<file path="src/rtl/pdb_pkg.sv">
package pdb_pkg;
    // clock and timing
    localparam int CLK_HZ     = 20_000_000;
    localparam int MINUTE_S   = 60;
    localparam int MINUTE_CYC = MINUTE_S * CLK_HZ;
    localparam int REPORT_S   = 10;
    localparam int REPORT_CYC = REPORT_S * CLK_HZ;
    // register byte offsets
    localparam logic [7:0] ADDR_CTRL   = 8'h00;
    localparam logic [7:0] ADDR_FACTOR = 8'h04;
    localparam logic [7:0] ADDR_BASE   = 8'h08;
    localparam logic [7:0] ADDR_EFFDLY = 8'h0c;
    localparam logic [7:0] ADDR_MANUAL = 8'h10;
    localparam logic [7:0] ADDR_DISABL = 8'h14;
    localparam logic [7:0] ADDR_ELAPSD = 8'h18;
    localparam logic [7:0] ADDR_CYCLE  = 8'h1c;
    localparam logic [7:0] ADDR_LEVELS = 8'h20;
    localparam logic [7:0] ADDR_STATUS = 8'h24;
    // control and levels field positions
    localparam int CTRL_EXT   = 0;
    localparam int CTRL_DISCR = 1;
    localparam int CTRL_TEXT  = 2;
    localparam int CTRL_DPOL  = 3;
    localparam int CTRL_ELEN  = 4;
    localparam int CTRL_INDEP = 5;
    localparam int CTRL_ELACT = 6;
    localparam int CTRL_FON   = 8;
    localparam int CTRL_FOFF  = 10;
    localparam int LVL_ONVAL  = 0;
    localparam int LVL_OFFVAL = 8;
    localparam int LVL_DIMUP  = 16;
    localparam int LVL_DIMDN  = 20;
    // reset values and counter maximum
    localparam logic [11:0] CTRL_RST   = 12'h000;
    localparam logic [7:0]  FACTOR_RST = 8'h01;
    localparam logic [15:0] BASE_RST   = 16'h0001;
    localparam logic [7:0]  CYCLE_RST  = 8'h01;
    localparam logic [23:0] LEVELS_RST = 24'h19_00ff;
    localparam logic [15:0] ELAPSED_MAX = 16'hffff;
    // telegram objects, index doubles as push priority
    typedef enum logic [2:0] {
        OBJ_MOTION, OBJ_SWITCH, OBJ_DIM, OBJ_VALUE, OBJ_ELAPSED
    } pdb_obj_type;
    typedef enum logic [1:0] {FMT_SWITCH, FMT_DIM, FMT_VALUE} pdb_fmt_type;
    typedef enum {LC_OFF, LC_ON} pdb_lc_type;
    typedef struct packed {
        pdb_obj_type obj;
        logic [15:0] data;
    } pdb_tel_type;
    typedef struct packed {
        logic valid;
        logic value;
    } pdb_ext_type;
endpackage

</file>
<file path="src/rtl/pdb_top.sv">
// The register addresses and the APB slave port were left to the implementer.
`timescale 1ns/1ns
// Contract
// - extension sends cyclic motion 1 to main unit, never a zero
// - effective extra delay equals received factor times base delay
// - factor input exists only when discrete and time extension enabled
// - manual 1 acts as detection start, manual 0 as detection end
// - manual control suspends automatic motion control
// - one-bit readable disable input with configurable polarity
// - two-byte counter of whole minutes since last motion
// - counter sent cyclically when active, else passive status only
// - counter is zero while motion or standard delay is active
// - counter saturates at maximum until new motion
// - counter present only when brightness independent and enabled
// - channel one drives a one-bit switching output
// - channel one drives a four-bit relative dimming output
// - channel one drives a one-byte absolute value output
// - switch and dim outputs may mix within one activation sequence
// - main unit takes external motion 1 as motion, ignores 0

// fifo with parameterised width and depth
module pdb_fifo #(
    parameter int W = 19,
    parameter int D = 8
) (
    input  wire logic         pclk,
    input  wire logic         presetn,
    input  wire logic         in_valid,
    output logic              in_ready,
    input  wire logic [W-1:0] in_data,
    output logic              out_valid,
    input  wire logic         out_ready,
    output logic [W-1:0]      out_data
);
    localparam int AW = $clog2(D);
    logic [W-1:0] mem [D];
    logic [AW:0]  wp_r;
    logic [AW:0]  rp_r;
    logic         wr_en;
    logic         rd_en;
    // full when pointers differ only in wrap bit
    assign in_ready  = !(wp_r[AW] != rp_r[AW] &&
                         wp_r[AW-1:0] == rp_r[AW-1:0]);
    assign out_valid = wp_r != rp_r;
    assign out_data  = mem[rp_r[AW-1:0]];
    assign wr_en     = in_valid && in_ready;
    assign rd_en     = out_valid && out_ready;
    // storage
    always_ff @(posedge pclk) begin
        if (wr_en) begin
            mem[wp_r[AW-1:0]] <= in_data;
        end
    end
    // pointers
    always_ff @(posedge pclk or negedge presetn) begin
        if (!presetn) begin
            wp_r <= '0;
            rp_r <= '0;
        end else begin
            wp_r <= wr_en ? wp_r + 1'b1 : wp_r;
            rp_r <= rd_en ? rp_r + 1'b1 : rp_r;
        end
    end
endmodule

module pdb_top #(
    parameter int MINUTE_CYC = pdb_pkg::MINUTE_CYC,
    parameter int REPORT_CYC = pdb_pkg::REPORT_CYC
) (
    input  wire logic                pclk,
    input  wire logic                presetn,
    input  wire logic                psel,
    input  wire logic                penable,
    input  wire logic                pwrite,
    input  wire logic [7:0]          paddr,
    input  wire logic [31:0]         pwdata,
    output logic [31:0]              prdata,
    output logic                     pready,
    output logic                     pslverr,
    input  wire logic                motion_det,
    input  wire logic                delay_run,
    input  wire pdb_pkg::pdb_ext_type ext_motion,
    output logic                     tx_valid,
    output pdb_pkg::pdb_tel_type     tx_tel,
    input  wire logic                tx_ready,
    output logic                     sw_out,
    output logic [3:0]               dim_out,
    output logic [7:0]               val_out,
    output logic                     light_on
);
    logic [11:0]          ctrl_r;
    logic [7:0]           factor_r;
    logic [15:0]          base_r;
    logic [23:0]          eff_dly_r;
    logic [7:0]           cycle_r;
    logic [23:0]          levels_r;
    logic                 dis_bit_r;
    logic                 man_act_r;
    logic                 man_val_r;
    logic                 man_wr_r;
    logic                 ext_pulse_r;
    logic [15:0]          elapsed_r;
    logic [30:0]          min_cnt_r;
    logic [30:0]          cyc_pre_r;
    logic [7:0]           cyc_min_r;
    logic [30:0]          rep_cnt_r;
    logic [4:0]           pend_r;
    logic [4:0]           pend_set;
    logic [4:0]           grant;
    pdb_pkg::pdb_lc_type  lc_state_r;
    pdb_pkg::pdb_tel_type push_tel;
    pdb_pkg::pdb_tel_type fifo_tel;
    pdb_pkg::pdb_fmt_type fmt;
    logic                 fifo_in_ready;
    logic                 fifo_out_valid;
    logic                 wr_en;
    logic                 fac_ok;
    logic                 dis;
    logic                 el_on;
    logic                 motion_any;
    logic                 min_tick;
    logic                 tgt;
    logic                 go_on;
    logic                 go_off;
    logic                 rep_fire;
    logic                 cyc_fire;
    logic [31:0]          rd_val;

    // address decode shared by read and write paths
    function automatic logic mapped(input logic [7:0] a);
        return a inside {pdb_pkg::ADDR_CTRL, pdb_pkg::ADDR_FACTOR,
                         pdb_pkg::ADDR_BASE, pdb_pkg::ADDR_EFFDLY,
                         pdb_pkg::ADDR_MANUAL, pdb_pkg::ADDR_DISABL,
                         pdb_pkg::ADDR_ELAPSD, pdb_pkg::ADDR_CYCLE,
                         pdb_pkg::ADDR_LEVELS, pdb_pkg::ADDR_STATUS};
    endfunction

    // derived control terms
    assign wr_en  = psel && penable && pready && pwrite && mapped(paddr);
    assign fac_ok = ctrl_r[pdb_pkg::CTRL_DISCR] &&
                    ctrl_r[pdb_pkg::CTRL_TEXT];
    assign dis    = dis_bit_r ^ ctrl_r[pdb_pkg::CTRL_DPOL];
    assign el_on  = ctrl_r[pdb_pkg::CTRL_ELEN] &&
                    ctrl_r[pdb_pkg::CTRL_INDEP];
    assign motion_any = motion_det || delay_run || ext_pulse_r;
    assign min_tick   = el_on && !motion_any &&
                        min_cnt_r == 31'(MINUTE_CYC - 1);

    // apb answer: ready one cycle into the access phase
    always_ff @(posedge pclk or negedge presetn) begin
        if (!presetn) begin
            pready  <= 1'b0;
            pslverr <= 1'b0;
            prdata  <= 32'h0000_0000;
        end else begin
            pready  <= psel && penable && !pready;
            pslverr <= psel && penable && !pready && !mapped(paddr);
            prdata  <= (psel && !pwrite) ? rd_val : 32'h0000_0000;
        end
    end

    // read mux, unused bits read as zero
    always_comb begin
        rd_val = 32'h0000_0000;
        unique case (paddr)
            pdb_pkg::ADDR_CTRL:   rd_val[11:0] = ctrl_r;
            pdb_pkg::ADDR_FACTOR: rd_val[7:0]  = fac_ok ? factor_r : 8'h00;
            pdb_pkg::ADDR_BASE:   rd_val[15:0] = base_r;
            pdb_pkg::ADDR_EFFDLY: rd_val[23:0] = eff_dly_r;
            pdb_pkg::ADDR_MANUAL: rd_val[1:0]  = {man_val_r, man_act_r};
            pdb_pkg::ADDR_DISABL: rd_val[0]    = dis_bit_r;
            pdb_pkg::ADDR_ELAPSD: rd_val[15:0] = elapsed_r;
            pdb_pkg::ADDR_CYCLE:  rd_val[7:0]  = cycle_r;
            pdb_pkg::ADDR_LEVELS: rd_val[23:0] = levels_r;
            pdb_pkg::ADDR_STATUS: rd_val[3:0]  = {dis, motion_any,
                                    man_act_r, lc_state_r == pdb_pkg::LC_ON};
            default:              rd_val       = 32'h0000_0000;
        endcase
    end

    // configuration registers
    always_ff @(posedge pclk or negedge presetn) begin
        if (!presetn) begin
            ctrl_r    <= pdb_pkg::CTRL_RST;
            factor_r  <= pdb_pkg::FACTOR_RST;
            base_r    <= pdb_pkg::BASE_RST;
            cycle_r   <= pdb_pkg::CYCLE_RST;
            levels_r  <= pdb_pkg::LEVELS_RST;
            dis_bit_r <= 1'b0;
        end else if (wr_en) begin
            unique case (paddr)
                pdb_pkg::ADDR_CTRL:   ctrl_r   <= pwdata[11:0];
                pdb_pkg::ADDR_FACTOR: if (fac_ok) begin
                    factor_r <= pwdata[7:0];
                end
                pdb_pkg::ADDR_BASE:   base_r   <= pwdata[15:0];
                pdb_pkg::ADDR_DISABL: dis_bit_r <= pwdata[0];
                pdb_pkg::ADDR_CYCLE:  cycle_r  <= pwdata[7:0];
                pdb_pkg::ADDR_LEVELS: levels_r <= pwdata[23:0];
                default: ;
            endcase
        end
    end

    // effective extra delay
    always_ff @(posedge pclk or negedge presetn) begin
        if (!presetn) begin
            eff_dly_r <= 24'h00_0000;
        end else begin
            eff_dly_r <= (fac_ok ? factor_r : 8'h01) * base_r;
        end
    end

    // manual override: bit0 value, bit1 releases back to automatic
    always_ff @(posedge pclk or negedge presetn) begin
        if (!presetn) begin
            man_act_r <= 1'b0;
            man_val_r <= 1'b0;
            man_wr_r  <= 1'b0;
        end else begin
            man_wr_r <= wr_en && paddr == pdb_pkg::ADDR_MANUAL && !pwdata[1];
            if (wr_en && paddr == pdb_pkg::ADDR_MANUAL) begin
                man_act_r <= !pwdata[1];
                man_val_r <= pwdata[0];
            end
        end
    end

    // external motion on a main unit: 1 counts, 0 ignored
    always_ff @(posedge pclk or negedge presetn) begin
        if (!presetn) begin
            ext_pulse_r <= 1'b0;
        end else begin
            ext_pulse_r <= ext_motion.valid && ext_motion.value &&
                           !ctrl_r[pdb_pkg::CTRL_EXT];
        end
    end

    // light demand and phase events
    assign tgt    = man_act_r ? man_val_r : motion_any;
    assign go_on  = !dis && tgt &&
                    (lc_state_r == pdb_pkg::LC_OFF || man_wr_r);
    assign go_off = !dis && !tgt &&
                    (lc_state_r == pdb_pkg::LC_ON || man_wr_r);
    assign fmt = pdb_pkg::pdb_fmt_type'(go_on ?
                 ctrl_r[pdb_pkg::CTRL_FON +: 2] :
                 ctrl_r[pdb_pkg::CTRL_FOFF +: 2]);

    // light state
    always_ff @(posedge pclk or negedge presetn) begin
        if (!presetn) begin
            lc_state_r <= pdb_pkg::LC_OFF;
        end else begin
            unique case (lc_state_r)
                pdb_pkg::LC_OFF: if (go_on) begin
                    lc_state_r <= pdb_pkg::LC_ON;
                end
                pdb_pkg::LC_ON: if (go_off) begin
                    lc_state_r <= pdb_pkg::LC_OFF;
                end
            endcase
        end
    end

    // channel outputs per phase data format
    always_ff @(posedge pclk or negedge presetn) begin
        if (!presetn) begin
            sw_out  <= 1'b0;
            dim_out <= 4'h0;
            val_out <= 8'h00;
        end else if (go_on || go_off) begin
            case (fmt)
                pdb_pkg::FMT_DIM:   dim_out <= go_on ?
                    levels_r[pdb_pkg::LVL_DIMUP +: 4] :
                    levels_r[pdb_pkg::LVL_DIMDN +: 4];
                pdb_pkg::FMT_VALUE: val_out <= go_on ?
                    levels_r[pdb_pkg::LVL_ONVAL +: 8] :
                    levels_r[pdb_pkg::LVL_OFFVAL +: 8];
                default:            sw_out  <= go_on;
            endcase
        end
    end

    // light state mirror
    always_ff @(posedge pclk or negedge presetn) begin
        if (!presetn) begin
            light_on <= 1'b0;
        end else begin
            light_on <= lc_state_r == pdb_pkg::LC_ON;
        end
    end

    // minute prescaler restarts whenever motion or delay is present
    always_ff @(posedge pclk or negedge presetn) begin
        if (!presetn) begin
            min_cnt_r <= '0;
        end else if (!el_on || motion_any || min_tick) begin
            min_cnt_r <= '0;
        end else begin
            min_cnt_r <= min_cnt_r + 1'b1;
        end
    end

    // minutes since last motion
    always_ff @(posedge pclk or negedge presetn) begin
        if (!presetn) begin
            elapsed_r <= 16'h0000;
        end else if (!el_on || motion_any) begin
            elapsed_r <= 16'h0000;
        end else if (min_tick && elapsed_r != pdb_pkg::ELAPSED_MAX) begin
            elapsed_r <= elapsed_r + 1'b1;
        end
    end

    // cyclic send of the counter in whole minutes
    assign cyc_fire = el_on && ctrl_r[pdb_pkg::CTRL_ELACT] &&
                      cyc_pre_r == 31'(MINUTE_CYC - 1) &&
                      cyc_min_r + 1'b1 >= cycle_r;
    always_ff @(posedge pclk or negedge presetn) begin
        if (!presetn) begin
            cyc_pre_r <= '0;
            cyc_min_r <= 8'h00;
        end else if (!el_on || !ctrl_r[pdb_pkg::CTRL_ELACT]) begin
            cyc_pre_r <= '0;
            cyc_min_r <= 8'h00;
        end else if (cyc_pre_r == 31'(MINUTE_CYC - 1)) begin
            cyc_pre_r <= '0;
            cyc_min_r <= cyc_fire ? 8'h00 : cyc_min_r + 1'b1;
        end else begin
            cyc_pre_r <= cyc_pre_r + 1'b1;
        end
    end

    // extension motion report timer
    assign rep_fire = ctrl_r[pdb_pkg::CTRL_EXT] && motion_det &&
                      rep_cnt_r == '0;
    always_ff @(posedge pclk or negedge presetn) begin
        if (!presetn) begin
            rep_cnt_r <= '0;
        end else if (!(ctrl_r[pdb_pkg::CTRL_EXT] && motion_det) ||
                     rep_cnt_r == 31'(REPORT_CYC - 1)) begin
            rep_cnt_r <= '0;
        end else begin
            rep_cnt_r <= rep_cnt_r + 1'b1;
        end
    end

    // pending telegrams, lowest index first; a new set wins over grant
    always_comb begin
        pend_set = 5'h00;
        pend_set[pdb_pkg::OBJ_MOTION]  = rep_fire;
        pend_set[pdb_pkg::OBJ_SWITCH]  = (go_on || go_off) &&
            fmt != pdb_pkg::FMT_DIM && fmt != pdb_pkg::FMT_VALUE;
        pend_set[pdb_pkg::OBJ_DIM]     = (go_on || go_off) &&
            fmt == pdb_pkg::FMT_DIM;
        pend_set[pdb_pkg::OBJ_VALUE]   = (go_on || go_off) &&
            fmt == pdb_pkg::FMT_VALUE;
        pend_set[pdb_pkg::OBJ_ELAPSED] = cyc_fire;
    end
    assign grant = fifo_in_ready ? (pend_r & (~pend_r + 5'h01)) : 5'h00;
    always_ff @(posedge pclk or negedge presetn) begin
        if (!presetn) begin
            pend_r <= 5'h00;
        end else begin
            pend_r <= pend_set | (pend_r & ~grant);
        end
    end

    // telegram payload for the granted object
    always_comb begin
        push_tel.obj  = pdb_pkg::OBJ_ELAPSED;
        push_tel.data = elapsed_r;
        for (int i = 4; i >= 0; i--) begin
            if (pend_r[i]) begin
                push_tel.obj = pdb_pkg::pdb_obj_type'(3'(i));
            end
        end
        unique case (push_tel.obj)
            pdb_pkg::OBJ_MOTION:  push_tel.data = 16'h0001;
            pdb_pkg::OBJ_SWITCH:  push_tel.data = {15'h0000, sw_out};
            pdb_pkg::OBJ_DIM:     push_tel.data = {12'h000, dim_out};
            pdb_pkg::OBJ_VALUE:   push_tel.data = {8'h00, val_out};
            pdb_pkg::OBJ_ELAPSED: push_tel.data = elapsed_r;
        endcase
    end

    pdb_fifo #(
        .W($bits(pdb_pkg::pdb_tel_type)),
        .D(8)
    ) u_fifo (
        .pclk      (pclk),
        .presetn   (presetn),
        .in_valid  (|pend_r),
        .in_ready  (fifo_in_ready),
        .in_data   (push_tel),
        .out_valid (fifo_out_valid),
        .out_ready (!tx_valid || tx_ready),
        .out_data  (fifo_tel)
    );

    // output register stage toward the bus transmitter
    always_ff @(posedge pclk or negedge presetn) begin
        if (!presetn) begin
            tx_valid <= 1'b0;
            tx_tel   <= '0;
        end else if (!tx_valid || tx_ready) begin
            tx_valid <= fifo_out_valid;
            tx_tel   <= fifo_tel;
        end
    end
endmodule

</file>
<file path="config.mk">
export PLATFORM = sky130hd
export DESIGN_NAME = pdb_top
export DESIGN_NICKNAME = d
export VERILOG_FILES = /design/src/rtl/pdb_pkg.sv /design/src/rtl/pdb_top.sv
export SDC_FILE = /design/constraint.sdc
export NUM_CORES = 1
export LEC_CHECK = 0
export BUFFER_PORTS_ARGS = -buffer_cell sky130_fd_sc_hd__buf_2
export CORE_MARGIN = 3
export CORE_UTILIZATION = 40
export CTS_BUF_LIST = sky130_fd_sc_hd__clkbuf_2
export DETAILED_ROUTE_END_ITERATION = 12
export PLACE_DENSITY = 0.65
export SYNTH_ARGS = -nofsm -noshare
export SYNTH_HDL_FRONTEND = slang
export SYNTH_SLANG_ARGS = --single-unit
export TNS_END_PERCENT = 30
</file>
<file path="constraint.sdc">
create_clock -name pclk -period 6.47 [get_ports pclk]
set_input_delay 0.9705 -clock pclk [delete_from_list [all_inputs] [get_ports pclk]]
set_output_delay 0.9705 -clock pclk [all_outputs]
set_load 0.01 [all_outputs]
</file>
==> impl_metrics.yaml <==
timing:
  tightest_slew_ns: 1.23
  fin_worst_skew_ns: 0.0895
  hold_viol: 0
  finalSetupTns_ns: 0
  clock.fmax_mhz: 182
  relSlewSlack_pct: 17.7
  period_needed_ns: 5.48
  rsz0062_at_grt: "false"
  setup_viol: 0
  finalCritPeriodShare_pct: 84.7
  slew_violations: 0
  whs_ns: 0.145
flow_run:
  max_cap_violations: 0
synthesis:
  synth.top_cell.area_share_pct: 29.4
  synth_area_per_cell_sq_um: 11.8
  synth_area_leaders: "dfrtp_1 29%, edfxtp_1 20%, fa_1 7.2%"
  syn_inst: 1981
  syn_area_sq_um: 23300
  synth_top_flop_cell: "dfrtp_1"
  yosys.cell_types.count: 71
  synth_enable_flop_cells: 152
  ys_ff_latch: 440
  synth_area_leader_cell: "dfrtp_1"
  yosysSeqAreaShare_pct: 50.6
  async_reset_ff_share_pct: 65.5
  yosys_warnings: 0
cts:
  cts_max_level: 3
  cts_root_buf: "clkbuf_2"
  path_clk_slew_ns: 0.11
  post_cts_buffers: 0
  cts_sinks: 440
  numCtsBuffers: 108
  clk_path_buf_depth: 3
  insertion_delay_ns: 1.11
  tritoncts: "built"
finish:
  multi_input_area_sq_um: 10700
  most-common-layout-cells: "273 x dfrtp_1, 172 x nor2_1, 154 x clkbuf_2, 152 x edfxtp_1, 150 x nand2_1"
  ff_latch_area_sq_um: 11800
  fin_nets: 2333
  fin_cells: 2989
  final_common_cell: "dfrtp_1"
  area_delta_synth_final_pct: 10.2
  post-route-cell-area_sq_um: 25700
  nFillCells: 5344
  drive_above_1_share_pct: 20.6
power_and_ir_drop:
  vdd_ir_drop_max_mv: 0.167
  power_density_nw_per_um2: 220
  p_leak_nw: 11.5
die:
  num_rows: 87
  dieWidth_microns: 247
  pin_count: 118
  dieArea_sq_um: 61200
  die_h_microns: 247
  start_util_pct: 40.9
  core_area_sq_um: 57000
drt:
  drt_pass1_iterations: 8
  drt-total-wl_mm: 55.5
  ant_nets: 0
  drc: 0
  vias: 15741
  first_iter_violations: 1225
  wl_per_cell_microns: 18.6
  via_per_inst: 5.27
grt:
  grt_overflow: 0
  grt_pass1_wl_mm: 89.0
  grt_max_degree: 178
  grt_pass1_vias: 16429
  antenna_found_initial: 4
  grt_usage_pct: 18.5
setup_path:
  worstPathMaxFanout: 17
  critical_path_required_ns: 7.43
  reg2reg_from: "ctrl_r[1]"
  worst_path_max_delay_cell: "and3_1"
  path_cells: "and3_1 > and2_1 > fa_1 > fa_1 > fa_1 > inv_1 > fa_1 > inv_1 > ha_1 > a21oi_1 > and2_1 > a211o_1 > a21oi_1 > nand3_1 > o211a_1"
  critPathArrivalTime_ns: 6.44
  cp_common_cell: "fa_1"
  rr_worst_depth: 15
  cp-end-kind: "register"
  slowest_delay_ns: 0.62
  crit_type: "reg2reg"
  r2r-end: "eff_dly_r[23]"
  endpoint: "eff_dly_r[23]"
  r2r_slack_ns: 0.99
  crit_start: "ctrl_r[1]"
  start_kind: "register"
outcome:
  status: "completed"
placed_design:
  io_buffers: 101
  gp_congestion: 0.855
  placed_cell_area_sq_um: 24600
  hpwl_mm: 38.8
  dp_cells: 2775
min_path:
  min-delay-start: "pwdata[19]"
  hp-class: "in2reg"
layout make-up:
class / instances / share of cell area, %
inverter: 128 / 1.87
sequential: 440 / 45.9
tap: 756 / 3.68
multi-input combinational: 1328 / 41.6
antenna: 3 / 0.0292
clock buffer: 154 / 3.00
clock inverter: 49 / 0.955
timing repair buffer: 131 / 3.01
Yosys cell counts, types with 38 or more instances:
library cell,instances
a21oi_1,50
and2_1,128
clkbuf_1,59
dfrtp_1,274
edfxtp_1,152
fa_1,84
ha_1,62
inv_1,127
mux2_2,87
mux4_2,38
nand2_1,150
nand3_1,55
nand4_1,38
nor2_1,173
o21ai_0,66
xnor2_1,42
xor2_1,83
how the worst min path moves through the flow:
stage / end / slack [ns] / cells past startpoint
after CTS: levels_r[19] / 0.0007 / 2
after global placement: tx_tel[6] / 0.45 / 2
final: levels_r[19] / 0.14 / 2
after global routing: levels_r[21] / -0.002 / 2
after detailed placement: tx_tel[12] / 0.47 / 2
after floorplan: light_on / 0.41 / 0
kinds of logic after synthesis:
| kind of cell | count (synthesis) | share of synthesized area, % |
|---|---|---|
| flops | 440 | 50.6 |
| compound gates | 210 | 5.76 |
| xor+xnor | 125 | 4.70 |
| other cells | 1 | 0.0161 |
| buf+inv | 220 | 3.85 |
| mux | 159 | 9.34 |
| fa+ha+maj | 146 | 10.5 |
| simple gates | 680 | 15.2 |
sequential cells by signal (all words and copies together) (netlist names), 12 cells and up:
name	count
tx_tel	19
eff_dly_r	24
cyc_pre_r	31
prdata	24
min_cnt_r	31
ctrl_r	12
base_r	16
elapsed_r	16
rep_cnt_r	31
u_fifo.mem	152
levels_r	24
worst max-delay path: cells and delay by family, from the launching register on:
kind                       cells  cell delay, ns
AOI/OAI and AO/OA              4            1.10
adders and majority gates      5            2.47
DFF                            1            0.51
buffers and inverters          2            0.10
and+or+nand+nor                4            1.18
stage by stage:
| stage | utilization (%) | setup slack (ns) | total power, mW |
|---|---|---|---|
| after floorplan | - | 1.62 | 3.61 |
| after global placement | 43.1 | 1.08 | 3.86 |
| after detailed placement | 43.1 | 1.06 | 3.87 |
| after CTS | 45.0 | 1.00 | 5.75 |
| after global routing | 45.0 | 0.636 | 5.96 |
| final | 45.0 | 0.988 | 5.65 |
what timing repair did:
action	in CTS	in global routing
hold endpoints to repair	66	0
resized for setup	0	0
hold buffers	8	0
per-layer routing:
metal,vias to the layer above,wire length [microns],GRT usage [%]
met5,-,13,0
met4,2,1470,5.90
met3,108,4010,5.00
met2,497,25600,29.2
met1,7857,24400,25.0
li1,7277,-,-
report_power, final:
part / total, mW / switching, mW / internal [mW]
clock network: 1.86 / 1.18 / 0.676
logic: 0.809 / 0.430 / 0.380
registers: 2.99 / 0.0441 / 2.94
total: 5.65 / 1.65 / 4.00
No activity file was read; power rests on OpenSTA's default activity.
